`src/rtl/iec_pkg.sv`:
```
package iec_pkg;
  // Channel count and widths
  localparam int IEC_NUM_CH    = 3;
  localparam int IEC_CNT_W     = 32;
  localparam int IEC_IDX_W     = 2;
  localparam int IEC_FMT_W     = 2;
  localparam int IEC_SYNC_LEN  = 2;
  // Activity hold time in cycles
  localparam int IEC_ACT_HOLD  = 4096;
  localparam int IEC_ACT_W     = 13;

  // Line signal formats
  typedef enum logic [1:0] {
    IEC_FMT_SE_HTL = 2'h0,
    IEC_FMT_D_HTL  = 2'h1,
    IEC_FMT_RS422  = 2'h2,
    IEC_FMT_TTL    = 2'h3
  } iec_fmt_t;

  localparam iec_fmt_t IEC_FMT_RESET = IEC_FMT_SE_HTL;
  localparam logic [IEC_CNT_W-1:0] IEC_CNT_ZERO = 32'h0000_0000;
  localparam logic [IEC_CNT_W-1:0] IEC_CNT_ONE  = 32'h0000_0001;

  // Host command group
  typedef struct packed {
    logic                 read_cmd;
    logic                 clear_cmd;
    logic                 fmt_wr_cmd;
    logic [IEC_IDX_W-1:0] index;
    iec_fmt_t             fmt;
  } iec_cmd_t;

  // Phase pins of one channel
  typedef struct packed {
    logic a;
    logic b;
    logic z;
  } iec_phase_t;
endpackage

```
`src/rtl/iec_chan.sv`:
```
`timescale 1ns/10ps
`default_nettype none
module iec_chan
  import iec_pkg::*;
#(
  parameter int CNT_W    = IEC_CNT_W,
  parameter int ACT_HOLD = IEC_ACT_HOLD
) (
  // Clock and reset
  input  wire logic             sys_clk,
  input  wire logic             rst,
  input  wire logic             clk_en,
  // Phase pins
  input  wire iec_phase_t       phase,
  // Control
  input  wire logic             clear,
  input  wire logic             fault_in,
  // State
  output logic signed [CNT_W-1:0] count,
  output logic                  active,
  output logic                  fault
);
  // Whole channel state
  typedef struct packed {
    logic [IEC_SYNC_LEN-1:0] a_sync;
    logic [IEC_SYNC_LEN-1:0] b_sync;
    logic                    a_last;
    logic [CNT_W-1:0]        cnt;
    logic [IEC_ACT_W-1:0]    act_cnt;
    logic                    flt;
  } iec_chan_state_t;

  iec_chan_state_t st_reg;   // Registered state
  iec_chan_state_t st_next;  // Next state
  logic            a_rise;   // Counting event
  logic            a_s;      // Synced A
  logic            b_s;      // Synced B

  assign a_s    = st_reg.a_sync[IEC_SYNC_LEN-1];
  assign b_s    = st_reg.b_sync[IEC_SYNC_LEN-1];
  // A rising edge
  assign a_rise = a_s & ~st_reg.a_last;

  // Next state
  always_comb begin
    st_next = st_reg;
    // Two stage sync
    st_next.a_sync = {st_reg.a_sync[IEC_SYNC_LEN-2:0], phase.a};
    st_next.b_sync = {st_reg.b_sync[IEC_SYNC_LEN-2:0], phase.b};
    st_next.a_last = a_s;
    // Index ignored
    if (clear) begin
      // Zero on clear
      st_next.cnt = IEC_CNT_ZERO;
    end else if (a_rise) begin
      // Direction from B
      if (!b_s) begin
        // Clockwise increment
        st_next.cnt = st_reg.cnt + IEC_CNT_ONE;
      end else begin
        // Counterclockwise decrement
        st_next.cnt = st_reg.cnt - IEC_CNT_ONE;
      end
    end
    // Activity retrigger
    if (a_rise) begin
      st_next.act_cnt = IEC_ACT_W'(ACT_HOLD);
    end else if (st_reg.act_cnt != '0) begin
      st_next.act_cnt = st_reg.act_cnt - 1'b1;
    end
    // Sticky fault, set wins
    if (fault_in) begin
      st_next.flt = 1'b1;
    end else if (clear) begin
      st_next.flt = 1'b0;
    end
  end

  // State register
  always_ff @(posedge sys_clk or posedge rst) begin
    if (rst) begin
      // Reset state
      st_reg <= '0;
    end else if (clk_en) begin
      st_reg <= st_next;
    end
  end

  // Signed 32-bit position
  assign count  = st_reg.cnt;
  assign active = (st_reg.act_cnt != '0);
  assign fault  = st_reg.flt;

  // Edge to count relation
  property p_cw_step;
    @(posedge sys_clk) disable iff (rst)
      (clk_en && a_rise && !b_s && !clear) |=> (st_reg.cnt == $past(st_reg.cnt) + IEC_CNT_ONE);
  endproperty
  a_cw_step: assert property (p_cw_step) else $error("cw step wrong");

  property p_ccw_step;
    @(posedge sys_clk) disable iff (rst)
      (clk_en && a_rise && b_s && !clear) |=> (st_reg.cnt == $past(st_reg.cnt) - IEC_CNT_ONE);
  endproperty
  a_ccw_step: assert property (p_ccw_step) else $error("ccw step wrong");

  property p_hold;
    @(posedge sys_clk) disable iff (rst)
      (clk_en && !a_rise && !clear) |=> $stable(st_reg.cnt);
  endproperty
  a_hold: assert property (p_hold) else $error("count moved without edge");

  property p_clear;
    @(posedge sys_clk) disable iff (rst)
      (clk_en && clear) |=> (st_reg.cnt == IEC_CNT_ZERO);
  endproperty
  a_clear: assert property (p_clear) else $error("clear failed");

  property p_sync;
    @(posedge sys_clk) disable iff (rst)
      (clk_en && $past(clk_en) && $past(clk_en, 2) && a_rise) |-> $past(phase.a, 2);
  endproperty
  a_sync: assert property (p_sync) else $error("edge not from synced pin");

  property p_act;
    @(posedge sys_clk) disable iff (rst)
      (clk_en && a_rise) |=> active;
  endproperty
  a_act: assert property (p_act) else $error("activity not raised");

  property p_fault;
    @(posedge sys_clk) disable iff (rst)
      (clk_en && fault_in) |=> fault;
  endproperty
  a_fault: assert property (p_fault) else $error("fault not latched");

  c_cw: cover property (@(posedge sys_clk) disable iff (rst) a_rise && !b_s);
  c_ccw: cover property (@(posedge sys_clk) disable iff (rst) a_rise && b_s);
  c_clr: cover property (@(posedge sys_clk) disable iff (rst) clear && a_rise);
endmodule
`default_nettype wire

```
`src/rtl/iec_top.sv`:
```
`timescale 1ns/10ps
`default_nettype none
// What this block does
// Three independent channels selected by index
// Count on rising edges of A
// Direction from A/B relative phase
// Clockwise plus one, counterclockwise minus one
// Signed 32-bit position per channel
// Host reads selected channel count anytime
// Host clear zeroes selected channel only
// Index Z input has no effect
// No encoder fault Y input exists
// Per-channel line format, host written
// Termination output when format RS-422
// Activity and fault indications per channel
// Two-stage synchronisers before edge detection
// Reset: zero counts, SE HTL, flags clear
module iec_top
  import iec_pkg::*;
#(
  parameter int NUM_CH   = IEC_NUM_CH,
  parameter int CNT_W    = IEC_CNT_W,
  parameter int ACT_HOLD = IEC_ACT_HOLD
) (
  // Clock, reset, enable
  input  wire logic                 sys_clk,
  input  wire logic                 rst,
  input  wire logic                 clk_en,
  // Encoder pins
  input  wire iec_phase_t [NUM_CH-1:0] phase,
  // Channel fault sources from line receiver
  input  wire logic [NUM_CH-1:0]    line_fault,
  // Host commands
  input  wire iec_cmd_t             cmd,
  // Host answers
  output logic signed [CNT_W-1:0]   read_data,
  output logic                      read_valid,
  // Indications
  output iec_fmt_t [NUM_CH-1:0]     line_format,
  output logic [NUM_CH-1:0]         term_on,
  output logic [NUM_CH-1:0]         activity,
  output logic [NUM_CH-1:0]         fault
);
  // Whole top state
  typedef struct packed {
    logic [CNT_W-1:0]      rdata;
    logic                  rvalid;
    iec_fmt_t [NUM_CH-1:0] fmt;
    logic [NUM_CH-1:0]     term;
    logic [NUM_CH-1:0]     act;
    logic [NUM_CH-1:0]     flt;
  } iec_top_state_t;

  iec_top_state_t          st_reg;   // Registered state
  iec_top_state_t          st_next;  // Next state
  logic [NUM_CH-1:0]       clr_sel;  // Per-channel clear
  logic [CNT_W-1:0]        ch_cnt [NUM_CH];  // Channel counts
  logic [NUM_CH-1:0]       ch_act;   // Channel activity
  logic [NUM_CH-1:0]       ch_flt;   // Channel fault

  // Faults come only from line receiver
  // One channel instance each
  for (genvar i = 0; i < NUM_CH; i++) begin : g_ch
    assign clr_sel[i] = cmd.clear_cmd && (cmd.index == IEC_IDX_W'(i));
    iec_chan #(
      .CNT_W    (CNT_W),
      .ACT_HOLD (ACT_HOLD)
    ) u_chan (
      .sys_clk  (sys_clk),
      .rst      (rst),
      .clk_en   (clk_en),
      .phase    (phase[i]),
      .clear    (clr_sel[i]),
      .fault_in (line_fault[i]),
      .count    (ch_cnt[i]),
      .active   (ch_act[i]),
      .fault    (ch_flt[i])
    );
  end

  // Next state
  always_comb begin
    st_next        = st_reg;
    st_next.rvalid = 1'b0;
    st_next.act    = ch_act;
    st_next.flt    = ch_flt;
    // Index three selects no channel, read dropped
    // Read selected count
    if (cmd.read_cmd && (cmd.index < IEC_IDX_W'(NUM_CH))) begin
      st_next.rdata  = ch_cnt[cmd.index];
      st_next.rvalid = 1'b1;
    end
    for (int i = 0; i < NUM_CH; i++) begin
      // Format write
      if (cmd.fmt_wr_cmd && (cmd.index == IEC_IDX_W'(i))) begin
        st_next.fmt[i] = cmd.fmt;
      end
      // Built from next format so both outputs switch together
      // Termination for RS-422
      st_next.term[i] = (st_next.fmt[i] == IEC_FMT_RS422);
    end
  end

  // State register
  always_ff @(posedge sys_clk or posedge rst) begin
    if (rst) begin
      // Reset formats and outputs
      st_reg <= '0;
      for (int i = 0; i < NUM_CH; i++) begin
        st_reg.fmt[i] <= IEC_FMT_RESET;
      end
    end else if (clk_en) begin
      st_reg <= st_next;
    end
  end

  assign read_data   = st_reg.rdata;
  assign read_valid  = st_reg.rvalid;
  assign line_format = st_reg.fmt;
  assign term_on     = st_reg.term;
  assign activity    = st_reg.act;
  assign fault       = st_reg.flt;

  // Checks on the host side
  // Read of channel zero
  property p_read;
    @(posedge sys_clk) disable iff (rst)
      (clk_en && cmd.read_cmd && cmd.index == 2'h0) |=> (read_valid && read_data == $past(ch_cnt[0]));
  endproperty
  a_read: assert property (p_read) else $error("read data wrong");

  // Termination of channel zero
  property p_term;
    @(posedge sys_clk) disable iff (rst)
      term_on[0] == (line_format[0] == IEC_FMT_RS422);
  endproperty
  a_term: assert property (p_term) else $error("termination mismatch");

  // Format write on channel one
  property p_fmt;
    @(posedge sys_clk) disable iff (rst)
      (clk_en && cmd.fmt_wr_cmd && cmd.index == 2'h1) |=> (line_format[1] == $past(cmd.fmt));
  endproperty
  a_fmt: assert property (p_fmt) else $error("format not written");

  // Read of channel one
  property p_read1;
    @(posedge sys_clk) disable iff (rst)
      (clk_en && cmd.read_cmd && cmd.index == 2'h1) |=> (read_valid && read_data == $past(ch_cnt[1]));
  endproperty
  a_read1: assert property (p_read1) else $error("read data wrong on channel one");

  // Read of channel two
  property p_read2;
    @(posedge sys_clk) disable iff (rst)
      (clk_en && cmd.read_cmd && cmd.index == 2'h2) |=> (read_valid && read_data == $past(ch_cnt[2]));
  endproperty
  a_read2: assert property (p_read2) else $error("read data wrong on channel two");

  // No read, no valid pulse
  property p_read_idle;
    @(posedge sys_clk) disable iff (rst)
      (clk_en && !cmd.read_cmd) |=> !read_valid;
  endproperty
  a_read_idle: assert property (p_read_idle) else $error("valid without read");

  // Index three reads nothing
  property p_read_bad;
    @(posedge sys_clk) disable iff (rst)
      (clk_en && cmd.read_cmd && cmd.index == 2'h3) |=> !read_valid;
  endproperty
  a_read_bad: assert property (p_read_bad) else $error("read of missing channel answered");

  // Read data holds between reads
  property p_rdata_hold;
    @(posedge sys_clk) disable iff (rst)
      !(clk_en && cmd.read_cmd) |=> $stable(read_data);
  endproperty
  a_rdata_hold: assert property (p_rdata_hold) else $error("read data moved without read");

  // Format holds without write
  property p_fmt_hold;
    @(posedge sys_clk) disable iff (rst)
      !(clk_en && cmd.fmt_wr_cmd) |=> $stable(line_format);
  endproperty
  a_fmt_hold: assert property (p_fmt_hold) else $error("format moved without write");

  // Termination of channels one, two
  property p_term_rest;
    @(posedge sys_clk) disable iff (rst)
      (term_on[1] == (line_format[1] == IEC_FMT_RS422)) && (term_on[2] == (line_format[2] == IEC_FMT_RS422));
  endproperty
  a_term_rest: assert property (p_term_rest) else $error("termination mismatch on upper channels");

  // Clear reaches channel two
  property p_clr_ch2;
    @(posedge sys_clk) disable iff (rst)
      (clk_en && cmd.clear_cmd && cmd.index == 2'h2) |=> (ch_cnt[2] == IEC_CNT_ZERO);
  endproperty
  a_clr_ch2: assert property (p_clr_ch2) else $error("clear missed channel two");

  // Index three clears nothing
  property p_clr_bad;
    @(posedge sys_clk) disable iff (rst)
      (cmd.clear_cmd && cmd.index == 2'h3) |-> (clr_sel == '0);
  endproperty
  a_clr_bad: assert property (p_clr_bad) else $error("clear of missing channel decoded");

  // Activity output follows channel
  property p_act_mirror;
    @(posedge sys_clk) disable iff (rst)
      clk_en |=> (activity == $past(ch_act));
  endproperty
  a_act_mirror: assert property (p_act_mirror) else $error("activity output lags wrongly");

  // Fault output follows channel
  property p_flt_mirror;
    @(posedge sys_clk) disable iff (rst)
      clk_en |=> (fault == $past(ch_flt));
  endproperty
  a_flt_mirror: assert property (p_flt_mirror) else $error("fault output lags wrongly");

  c_read: cover property (@(posedge sys_clk) disable iff (rst) read_valid);
  c_term: cover property (@(posedge sys_clk) disable iff (rst) term_on[2]);
endmodule
`default_nettype wire

```
`config.mk`:
```
export PLATFORM = sky130hd
export DESIGN_NAME = iec_top
export DESIGN_NICKNAME = d
export VERILOG_FILES = /design/src/rtl/iec_pkg.sv /design/src/rtl/iec_chan.sv /design/src/rtl/iec_top.sv
export SDC_FILE = /design/constraint.sdc
export NUM_CORES = 1
export LEC_CHECK = 0
export BUFFER_PORTS_ARGS = -buffer_cell sky130_fd_sc_hd__buf_2
export CORE_MARGIN = 4
export CORE_UTILIZATION = 50
export DETAILED_ROUTE_END_ITERATION = 16
export GPL_ROUTABILITY_DRIVEN = 0
export PLACE_DENSITY_LB_ADDON = 0.1
export SKIP_CTS_REPAIR_TIMING = 1
export SYNTH_ARGS = -nofsm -noshare
export SYNTH_HDL_FRONTEND = slang
export SYNTH_SLANG_ARGS = --single-unit
```
`constraint.sdc`:
```
create_clock -name sys_clk -period 7.9 [get_ports sys_clk]
set_input_delay 1.185 -clock sys_clk [delete_from_list [all_inputs] [get_ports sys_clk]]
set_output_delay 1.185 -clock sys_clk [all_outputs]
set_load 0.03 [all_outputs]
```
==> run summary, run 1 <==
=================================================================================
Number of pins with negative max-slew slack in the final report                 0
Number of buffers added on ports                                               66
Yosys top cell area share                                                   0.387
Clock Pin Slew Worst Setup and Hold Paths                                   60 ps
Leak                                                                      6.78 nW
Largest register FFs                                                           96
Count of distinct cell types in the synthesized netlist                        71
Number of warnings printed during yosys synthesis                               0
CP Launch Point                                                      g_ch[1].u_chan.b_s
Chip Width                                                                 169 um
Overall power after layout                                              0.00539 W
Reg2Reg Launch Point                                                 g_ch[1].u_chan.b_s
Most common cell after layout, fill and taps aside                        dfrtp_1
Area of the core region                                                25,400 um2
Class of the tightest hold or removal check                            reg -> reg
Number of clock sinks seen by CTS                                             201
I/O pins                                                                       70
Async SR Flop Fraction                                                       1.00
Total negative slack                                                         0 ps
Maximum number of pins on one net before global-route repair                  148
Dominant cells by area after synthesis                               dfrtp_1 39%, ha_1 8.9%, a21oi_1 5.9%, nand2_1 4.7%, o21ai_0 4.5%
Post-DP Area                                                           13,600 um2
Number of nets in the layout                                                1,636
Later-pin clock latency in the skew report                                 510 ps
Detailed-route wire length per cell                                       16.4 um
Routed wire length                                                      30,700 um
Flop and latch count out of synthesis                                         201
Post-detailed-route count of antenna-violating nets                             0
Worst IR Drop VDD                                                      0.000201 V
Fin Hold WS                                                                477 ps
Post-Syn Nets                                                               1,589
Vias in the first global route                                             10,400
Die outline height                                                         169 um
Clock buffer count from CTS                                                    25
Post-route DRC                                                                  0
Final setup viols                                                               0
Part of the Yosys area used for sequential elements                         0.387
# fillers                                                                   2,299
Maximum frequency from static timing analysis                             284 MHz
Via count of the routed design                                             10,700
Number of antenna violations at the first check in global routing               0
Vias per cell                                                                5.74
Number of instances in the synthesized netlist                              1,471
Post-layout util                                                            0.569
Antenna diode count                                                             0
Period Utilization, post-route                                              0.446
Setup repair after global routing missed its margin                            no
Non-Filler Cell Area, Final                                            14,500 um2
Initial DRC Count                                                             637
Detailed placer's ending HPWL                                           21,600 um
Required time of the critical path                                        8320 ps
Final hold vios                                                                 0
Main flop type after synthesis                                            dfrtp_1
Worst Setup EP                                                       g_ch[1].u_chan.count[26]
Synthesis-to-finish area growth                                             11.2%
Final critical-path required period                                       3520 ps
Worst r2r path cells                                                           12
Root Buffer                                                             clkbuf_16
Slew Limit Headroom                                                         0.202
Worst clock skew on the final layout                                      14.6 ps
Post-synth EDFFs                                                                0
Router iterations before antenna repair                                         5
CTS tree                                                                    built
Num rows                                                                       58
Endpoint kind of the worst setup timing path                                 flop
Data arrival time at the worst-slack endpoint                             3940 ps
Library cell occupying the most area in the post-synthesis netlist        dfrtp_1
Category of the critical setup timing path                             reg -> reg
Power per cell area                                                    373 nW/um2
Maximum fanout count along the critical path                                   33
Share of cells above drive strength 1                                       0.104
Register-to-register setup slack                                          4380 ps
Reg2reg end                                                          g_ch[1].u_chan.count[26]
Area of the die                                                        28,700 um2
Starting Density                                                            0.512
Gr ovfl total                                                                   0
Global-route wire length before repair                                  52,000 um
Post-synthesis instance area                                           13,000 um2
Mean instance size in the synthesized netlist                            8.84 um2
Clk buf depth                                                                   3
Commonest cells after routing, fill and taps aside                   201 x dfrtp_1, 164 x nand2_1, 152 x a21oi_1, 139 x nor2_1, 116 x o21ai_0
Result of the run                                                    finished clean
GR Util All Layers                                                          0.214
Slew at the pin with the worst max-slew slack                             1200 ps
Startpoint class of the critical path                                        flop
Number of H-tree branching levels                                               1
Number of violations of the max-capacitance limit                               0
=================================================================================
[synth_stat cells, types with 9 or more instances]
cell type  count
nand3_1       28
ha_1          93
inv_1         43
nand2_1      164
and2_1        11
o31ai_1       12
nor2_1       139
nor3_1        28
a21oi_1      153
a21o_1        39
o21ai_0      116
o21a_1         9
mux2i_1       35
xnor2_1       36
xor2_1        59
nand2b_1      19
or4_1         10
a211oi_1      11
or3_1         13
o21ai_1        9
clkbuf_1      53
dfrtp_1      201
nor2b_1       23
and3_1        12
a22o_1        13
mux2_2        20
a31oi_1       12
[power by group]
part           internal (W)  leakage [nW]  switching (W)
Combinational       0.00106          3.88        0.00147
Sequential          0.00140          2.50       0.000338
Clock              0.000692         0.406       0.000437
Total               0.00314          6.78        0.00225
[cell type report]
class                           count  area, um2  share of cell area
Clock buffer                       35        713              0.0493
Clock inverter                     10        106             0.00736
Inverter                           43        169              0.0117
Multi-Input combinational cell   1169       7610               0.526
Sequential cell                   201       5030               0.348
Tap cell                          330        413              0.0286
Timing Repair Buffer               78        420              0.0291
[cell families (layout without fill, tap and decap cells)]
logic type | count (synthesis) | after routing | share of synthesized area
and+or+nand+nor | 480 | 480 | 0.171
AOI/OAI and AO/OA | 443 | 443 | 0.210
DFF | 201 | 201 | 0.387
buffers and inverters | 101 | 166 | 0.0294
adders and majority gates | 96 | 96 | 0.0941
xor gates and xnor gates | 95 | 95 | 0.0640
muxes | 55 | 55 | 0.0443
[per-layer routing]
metal  up-vias  global-route usage  share of wire
li1       5396                   -              -
met1      5107               0.317           0.50
met2       167               0.348           0.45
met3        32              0.0238          0.037
met4         0              0.0354          0.015
met5         -                   0              0
[worst max-delay path: stages (launching register included)]
cell	delay, ps
dfrtp_1	320
buf_4	360
inv_1	230
fa_1	450
nor2b_1	200
o31a_1	200
o311ai_1	140
a32oi_1	480
a41oi_2	300
o21ai_1	280
a211oi_1	130
xor2_1	150
o21ai_0	150
[worst min path at each step]
stage,startpoint,end,cells after the start
after floorplan,g_ch[0].u_chan.st_next[48],g_ch[0].u_chan.b_s,2
after global placement,g_ch[0].u_chan.st_reg[13],g_ch[0].u_chan.st_reg[13],1
after detailed placement,g_ch[2].u_chan.st_next[48],g_ch[2].u_chan.b_s,2
after CTS,g_ch[2].u_chan.st_next[48],g_ch[2].u_chan.b_s,2
after global routing,read_valid,read_valid,1
final,g_ch[2].u_chan.st_next[48],g_ch[2].u_chan.b_s,2
[per-stage QoR]
step                      instances  worst slack [ps]
after global routing           1866              4140
after floorplan                1471              1230
after global placement         1821              3960
after detailed placement       1821              3950
final                          1866              4380
after CTS                      1866              4380
Note: power is estimated with default switching activity, not from simulation.
==> run 2, diff against run 1 <==
--- a/config.mk
+++ b/config.mk
@@ -5,6 +5,7 @@
 export SDC_FILE = /design/constraint.sdc
 export NUM_CORES = 1
 export LEC_CHECK = 0
+export ABC_AREA = 1
 export BUFFER_PORTS_ARGS = -buffer_cell sky130_fd_sc_hd__buf_2
 export CORE_MARGIN = 4
 export CORE_UTILIZATION = 50
==> constraint.sdc (replaced) <==
create_clock -name sys_clk -period 3.6 [get_ports sys_clk]
set_input_delay 0.54 -clock sys_clk [delete_from_list [all_inputs] [get_ports sys_clk]]
set_output_delay 0.54 -clock sys_clk [all_outputs]
set_load 0.03 [all_outputs]
==> run 2 against run 1 <==
Utilization down 0.44 points. Clock skew grew 17 ps. Final cell count rose by 61%. Flip-flop and latch count did not move. Synthesized area up 22%. Routed wire length rose by 49%. Combinational power rose to 2.6 times the previous value. Die area is 21% higher. Sequential power rose by 130%. Synthesized cell count increased by 72%. Critical path type unchanged. Largest cell class unchanged.
==> run summary, run 2 <==
=================================================================================
Result of the run                                                    finished clean
Fraction of power consumed by combinational cells                           0.498
Post-synth EDFFs                                                                0
Maximum number of pins on one net before global-route repair                   67
Number of warnings printed during yosys synthesis                               0
Endpoint kind of the worst setup timing path                                 flop
Count of distinct cell types in the synthesized netlist                        43
Most repeated cell in the gate-level netlist after synthesis              nand2_1
Largest register FFs                                                           96
Antenna diode count                                                             0
Min setup slack post-route                                                1160 ps
Main flop type after synthesis                                            dfrtp_1
Post-synthesis instance area                                           15,900 um2
Non-Filler Cell Area, Final                                            17,500 um2
Mean instance size in the synthesized netlist                            6.26 um2
I/O pins                                                                       70
Clock buffer count from CTS                                                    25
Routed wire length                                                      45,600 um
Router iterations before antenna repair                                         6
Worst clock skew on the final layout                                      31.3 ps
Die outline height                                                         186 um
Detailed-route wire length per cell                                       15.1 um
Num rows                                                                       64
Period Utilization, post-route                                              0.677
Slew Limit Headroom                                                         0.480
Setup repair after global routing missed its margin                            no
CTS tree                                                                    built
Vias in the first global route                                             14,900
Chip Width                                                                 186 um
Setup Slack @ Placement                                                    883 ps
Area of the die                                                        34,600 um2
Clock Pin Slew Worst Setup and Hold Paths                                   70 ps
Maximum frequency from static timing analysis                             410 MHz
Post-DP Area                                                           16,600 um2
Startpoint class of the critical path                                        flop
Vias per cell                                                                5.27
Leak                                                                      10.1 nW
Number of clock sinks seen by CTS                                             201
Starting Density                                                            0.513
Post-layout util                                                            0.565
Number of buffers added on ports                                               66
Most common cell after layout, fill and taps aside                        nand2_1
Final setup viols                                                               0
Number of pins with negative max-slew slack in the final report                 0
Sw frac                                                                     0.474
Post-route DRC                                                                  0
Class of the tightest hold or removal check                           in -> async
Worst IR Drop VDD                                                      0.000417 V
Via count of the routed design                                             15,900
Part of the power in registers                                              0.302
Number of antenna violations at the first check in global routing               0
Required time of the critical path                                        4040 ps
Gr ovfl total                                                                   0
Category of the critical setup timing path                             reg -> reg
Commonest cells after routing, fill and taps aside                   991 x nand2_1, 411 x inv_1, 204 x nor2_1, 201 x dfrtp_1, 145 x nand3_1
Data arrival time at the worst-slack endpoint                             2880 ps
Global-route wire length before repair                                  74,800 um
Later-pin clock latency in the skew report                                 550 ps
Dominant cells by area after synthesis                               dfrtp_1 32%, nand2_1 23%, inv_1 9.8%, ha_1 7.3%, nor2_1 4.9%
Synthesis-to-finish area growth                                             10.2%
Final critical-path required period                                       2440 ps
Clock share of power                                                        0.201
Async SR Flop Fraction                                                       1.00
Total negative slack                                                         0 ps
Part of the Yosys area used for sequential elements                         0.317
Power per cell area                                                    756 nW/um2
Library cell occupying the most area in the post-synthesis netlist        dfrtp_1
Clk buf depth                                                                   3
P_sw                                                                    0.00626 W
Maximum fanout count along the critical path                                   17
Share of cells above drive strength 1                                      0.0673
Initial DRC Count                                                           1,075
Number of instances in the synthesized netlist                              2,533
Root Buffer                                                             clkbuf_16
Most instantiated cells after synthesis                              991 x nand2_1, 412 x inv_1, 207 x nor2_1, 201 x dfrtp_1, 146 x nand3_1
Number of H-tree branching levels                                               1
Post-detailed-route count of antenna-violating nets                             0
Post-Syn Nets                                                               2,651
Slew at the pin with the worst max-slew slack                              778 ps
Number of nets in the layout                                                2,718
Flop and latch count out of synthesis                                         201
Power Internal                                                          0.00694 W
Final hold vios                                                                 0
Area of the core region                                                30,900 um2
Yosys top cell area share                                                   0.317
GR Util All Layers                                                          0.265
Detailed placer's ending HPWL                                           35,000 um
Number of violations of the max-capacitance limit                               0
=================================================================================
[run 2: changes by cell type after synthesis, moves of 22 or more]
| cell | previous run | this run |
|---|---|---|
| clkbuf_1 | 53 | 14 |
| a21o_1 | 39 | 3 |
| nor2b_1 | 23 | 0 |
| o21ai_0 | 116 | 79 |
| nand3_1 | 28 | 146 |
| inv_1 | 43 | 412 |
| nor2_1 | 139 | 207 |
| xor2_1 | 59 | 13 |
| mux2i_1 | 35 | 0 |
| nand2_1 | 164 | 991 |
| xnor2_1 | 36 | 4 |
| o21ai_1 | 9 | 31 |
[run 2: cell families (layout without fill, tap and decap cells)]
family                     count (synthesis)  after routing  synth area share
AOI/OAI and AO/OA                        319            319             0.112
xor gates and xnor gates                  17             17           0.00939
adders and majority gates                 96             96            0.0772
buffers and inverters                    472            556             0.117
DFF                                      201            201             0.317
and+or+nand+nor                         1428           1428             0.367
[run 2: final timing paths]
kind	slack [ps]	start	depth (start not counted)	endpoint
setup / recovery	1160	g_ch[0].u_chan.b_s	10	g_ch[0].u_chan.count[29]
hold / removal	140	rst	2	g_ch[1].u_chan.count[25]
setup reg to reg	1160	g_ch[0].u_chan.b_s	10	g_ch[0].u_chan.count[29]
hold reg to reg	470	fault[2]	2	fault[2]
max in group asynchronous	2650	rst	3	g_ch[2].u_chan.count[29]
min in group sys_clk	190	phase[2]	3	g_ch[0].u_chan.st_next[50]
[run 2: through the flow]
| step | hold slack (ps) | cells | total power, W |
|---|---|---|---|
| finish | 136 | 3013 | 0.0132 |
| global route | 190 | 3013 | 0.0144 |
| CTS | 136 | 3013 | 0.0132 |
| detailed placement | 454 | 2969 | 0.0105 |
| global placement | 449 | 2969 | 0.0103 |
| floorplan | 442 | 2533 | 0.00874 |
[run 2: worst max-delay path: stages, from the launching register on]
cell,delay (ps)
dfrtp_1,750
buf_4,350
ha_1,330
nand2_1,150
inv_1,50
a21oi_1,140
nand2_1,100
a21oi_1,210
nand3_1,100
nand3_1,90
nand2_1,60
[run 2: cell type report]
cell class | instances | area, um2
flip-flops and latches | 201 | 5030
clock buffers | 33 | 716
well taps | 396 | 495
clock inverters | 11 | 140
fillers | 3103 | 13400
inverters | 428 | 1620
multi-input cells | 1860 | 8970
repair buffers | 84 | 490
[run 2: power groups by stage]
stage          clock, W  sequential [W]  combinational, W
6_report        0.00265         0.00398           0.00657
3_3_place_gp          0         0.00397           0.00637
4_1_cts         0.00271         0.00396           0.00653
3_5_place_dp          0         0.00399           0.00650
2_1_floorplan         0         0.00392           0.00481
5_1_grt         0.00281         0.00409           0.00751
[run 2: routing by layer]
metal	GRT usage	wire length, um	vias up
met5	0	0	-
met4	0.0682	1250	0
met3	0.0334	2220	76
met2	0.445	21000	364
met1	0.363	21100	7358
li1	-	-	8071
==> run 3, diff against run 2 <==
==> constraint.sdc (replaced) <==
create_clock -name sys_clk -period 2.2 [get_ports sys_clk]
set_input_delay 0.33 -clock sys_clk [delete_from_list [all_inputs] [get_ports sys_clk]]
set_output_delay 0.33 -clock sys_clk [all_outputs]
set_load 0.03 [all_outputs]
==> run 3 against run 2 <==
The run now ends with negative hold slack left. Global-route usage about the same. Utilization up 4.5 points. Sequential power up 69%. Total power up 81%. Clock power up 87%. Setup slack worse by 1100 ps. Clock skew down 15 ps. Cell area up 8.0%.
==> run summary, run 3 (synthesis gave the netlist of run 2 again) <==
================================================================================
Number of antenna violations at the first check in global routing              0
Largest register FFs                                                          96
Later-pin clock latency in the skew report                                550 ps
Slew at the pin with the worst max-slew slack                             602 ps
Via count of the routed design                                            16,100
Post-DP Area                                                          16,800 um2
Period Utilization, post-route                                             0.961
Vias in the first global route                                            15,100
Clk buf depth                                                                  3
Area of the die                                                       34,600 um2
P_sw                                                                    0.0111 W
Clock buffer count from CTS                                                   26
Commonest cells after routing, fill and taps aside                  964 x nand2_1, 408 x inv_1, 198 x dfrtp_1, 169 x nor2_1, 134 x a21oi_1
Setup repair after global routing missed its margin                          yes
Maximum number of pins on one net before global-route repair                  60
Required time of the critical path                                       2630 ps
Non-Filler Cell Area, Final                                           18,900 um2
Leak                                                                     10.4 nW
Data arrival time at the worst-slack endpoint                            2540 ps
Maximum frequency from static timing analysis                            473 MHz
Die outline height                                                        186 um
Power Internal                                                          0.0128 W
Setup Slack @ Placement                                                  87.0 ps
Antenna diode count                                                            0
Min setup slack post-route                                               86.3 ps
Post-route DRC                                                                 0
Class of the tightest hold or removal check                            in -> reg
Final critical-path required period                                      2110 ps
Power per cell area                                                  1270 nW/um2
Post-layout util                                                           0.610
Startpoint class of the critical path                                       flop
Post-detailed-route count of antenna-violating nets                            0
Root Buffer                                                            clkbuf_16
Fraction of power consumed by combinational cells                          0.510
Number of pins with negative max-slew slack in the final report                0
Total negative slack                                                        0 ps
Final hold vios                                                                3
I/O pins                                                                      70
Result of the run                                                   finished, violations left
Number of H-tree branching levels                                              1
Number of clock sinks seen by CTS                                            201
Share of cells above drive strength 1                                      0.132
Category of the critical setup timing path                            reg -> reg
Gr ovfl total                                                                  0
# fillers                                                                  2,856
Initial DRC Count                                                          1,023
Maximum fanout count along the critical path                                  15
Endpoint kind of the worst setup timing path                                flop
Most common cell after layout, fill and taps aside                       nand2_1
Routed wire length                                                     47,800 um
Violations in the final reports                                     negative hold slack
Clock share of power                                                       0.208
Detailed placer's ending HPWL                                          35,300 um
Slew Limit Headroom                                                        0.598
CTS tree                                                                   built
Clock Pin Slew Worst Setup and Hold Paths                                  60 ps
Synthesis-to-finish area growth                                            19.0%
Part of the power in registers                                             0.282
Vias per cell                                                               5.29
Worst IR Drop VDD                                                     0.000660 V
Sw frac                                                                    0.464
Router iterations before antenna repair                                        6
Global-route wire length before repair                                 74,800 um
Number of buffers added on ports                                              66
Num rows                                                                      64
Area of the core region                                               30,900 um2
Starting Density                                                           0.513
GR Util All Layers                                                         0.265
Number of violations of the max-capacitance limit                              0
Final setup viols                                                              0
Worst clock skew on the final layout                                     15.9 ps
Chip Width                                                                186 um
Detailed-route wire length per cell                                      15.7 um
Number of nets in the layout                                               2,748
Fin Hold WS                                                             -9.24 ps
================================================================================
==> run 3: changes by cell type in the layout (fill, tap and decap cells not counted), moves of 9 or more <==
cell / before / now
ha_1: 93 / 41
buf_12: 2 / 11
nor2_1: 204 / 169
buf_4: 16 / 29
nand2_1: 991 / 964
nand3_1: 145 / 132
nor2_2: 8 / 37
ha_2: 0 / 9
nand3_2: 3 / 16
nand2_2: 9 / 36
ha_4: 0 / 43
==> run 3: worst paths after layout <==
path,startpoint,end,slack [ps],depth (start not counted)
setup / recovery,g_ch[1].u_chan.b_s,g_ch[1].u_chan.count[29],90,10
hold / removal,phase[2],g_ch[0].u_chan.st_next[50],-9,3
max in group asynchronous,rst,read_data[30],1070,4
hold reg to reg,fault[2],fault[2],460,2
min in group asynchronous,rst,g_ch[1].u_chan.fault,420,3
setup reg to reg,g_ch[1].u_chan.b_s,g_ch[1].u_chan.count[29],90,10
==> run 3: critical path: stages, from the launching register on <==
cell and delay [ps]:
dfrtp_2 470, clkbuf_16 230, ha_1 370, nand2_2 150, inv_1 50, a21oi_1 130
nand2_1 110, a21oi_1 220, nand3_1 100, nand3_1 100, nand2_1 60
==> run 3: metrics by stage <==
step / total power (W) / instances
after floorplan: 0.0143 / 2533
after global placement: 0.0171 / 2986
after detailed placement: 0.0173 / 2986
after CTS: 0.0224 / 3034
after global routing: 0.0259 / 3046
final: 0.0239 / 3046
==> run 3: cell type report <==
cell class / instances / area, um2 / area share
Clock inverter: 16 / 280 / 0.0149
Clock buffer: 32 / 723 / 0.0383
Tap cell: 396 / 495 / 0.0263
Multi-Input combinational cell: 1860 / 9820 / 0.520
Inverter: 428 / 1620 / 0.0856
Sequential cell: 201 / 5030 / 0.267
Timing Repair Buffer: 113 / 900 / 0.0477
==> run 3: routing by layer <==
metal	share of wire	up-vias	GRT usage
met3	0.063	118	0.0334
met2	0.46	442	0.437
met5	0	-	0
met4	0.038	0	0.0787
li1	-	8133	-
met1	0.44	7430	0.366
==> run 3: power by group through the flow <==
stage / Combinational [W] / Sequential (W) / Clock (W)
after detailed placement: 0.0108 / 0.00653 / 0
after floorplan: 0.00788 / 0.00642 / 0
after global placement: 0.0106 / 0.00648 / 0
final: 0.0122 / 0.00674 / 0.00496
after global routing: 0.0138 / 0.00691 / 0.00521
after CTS: 0.0109 / 0.00648 / 0.00502
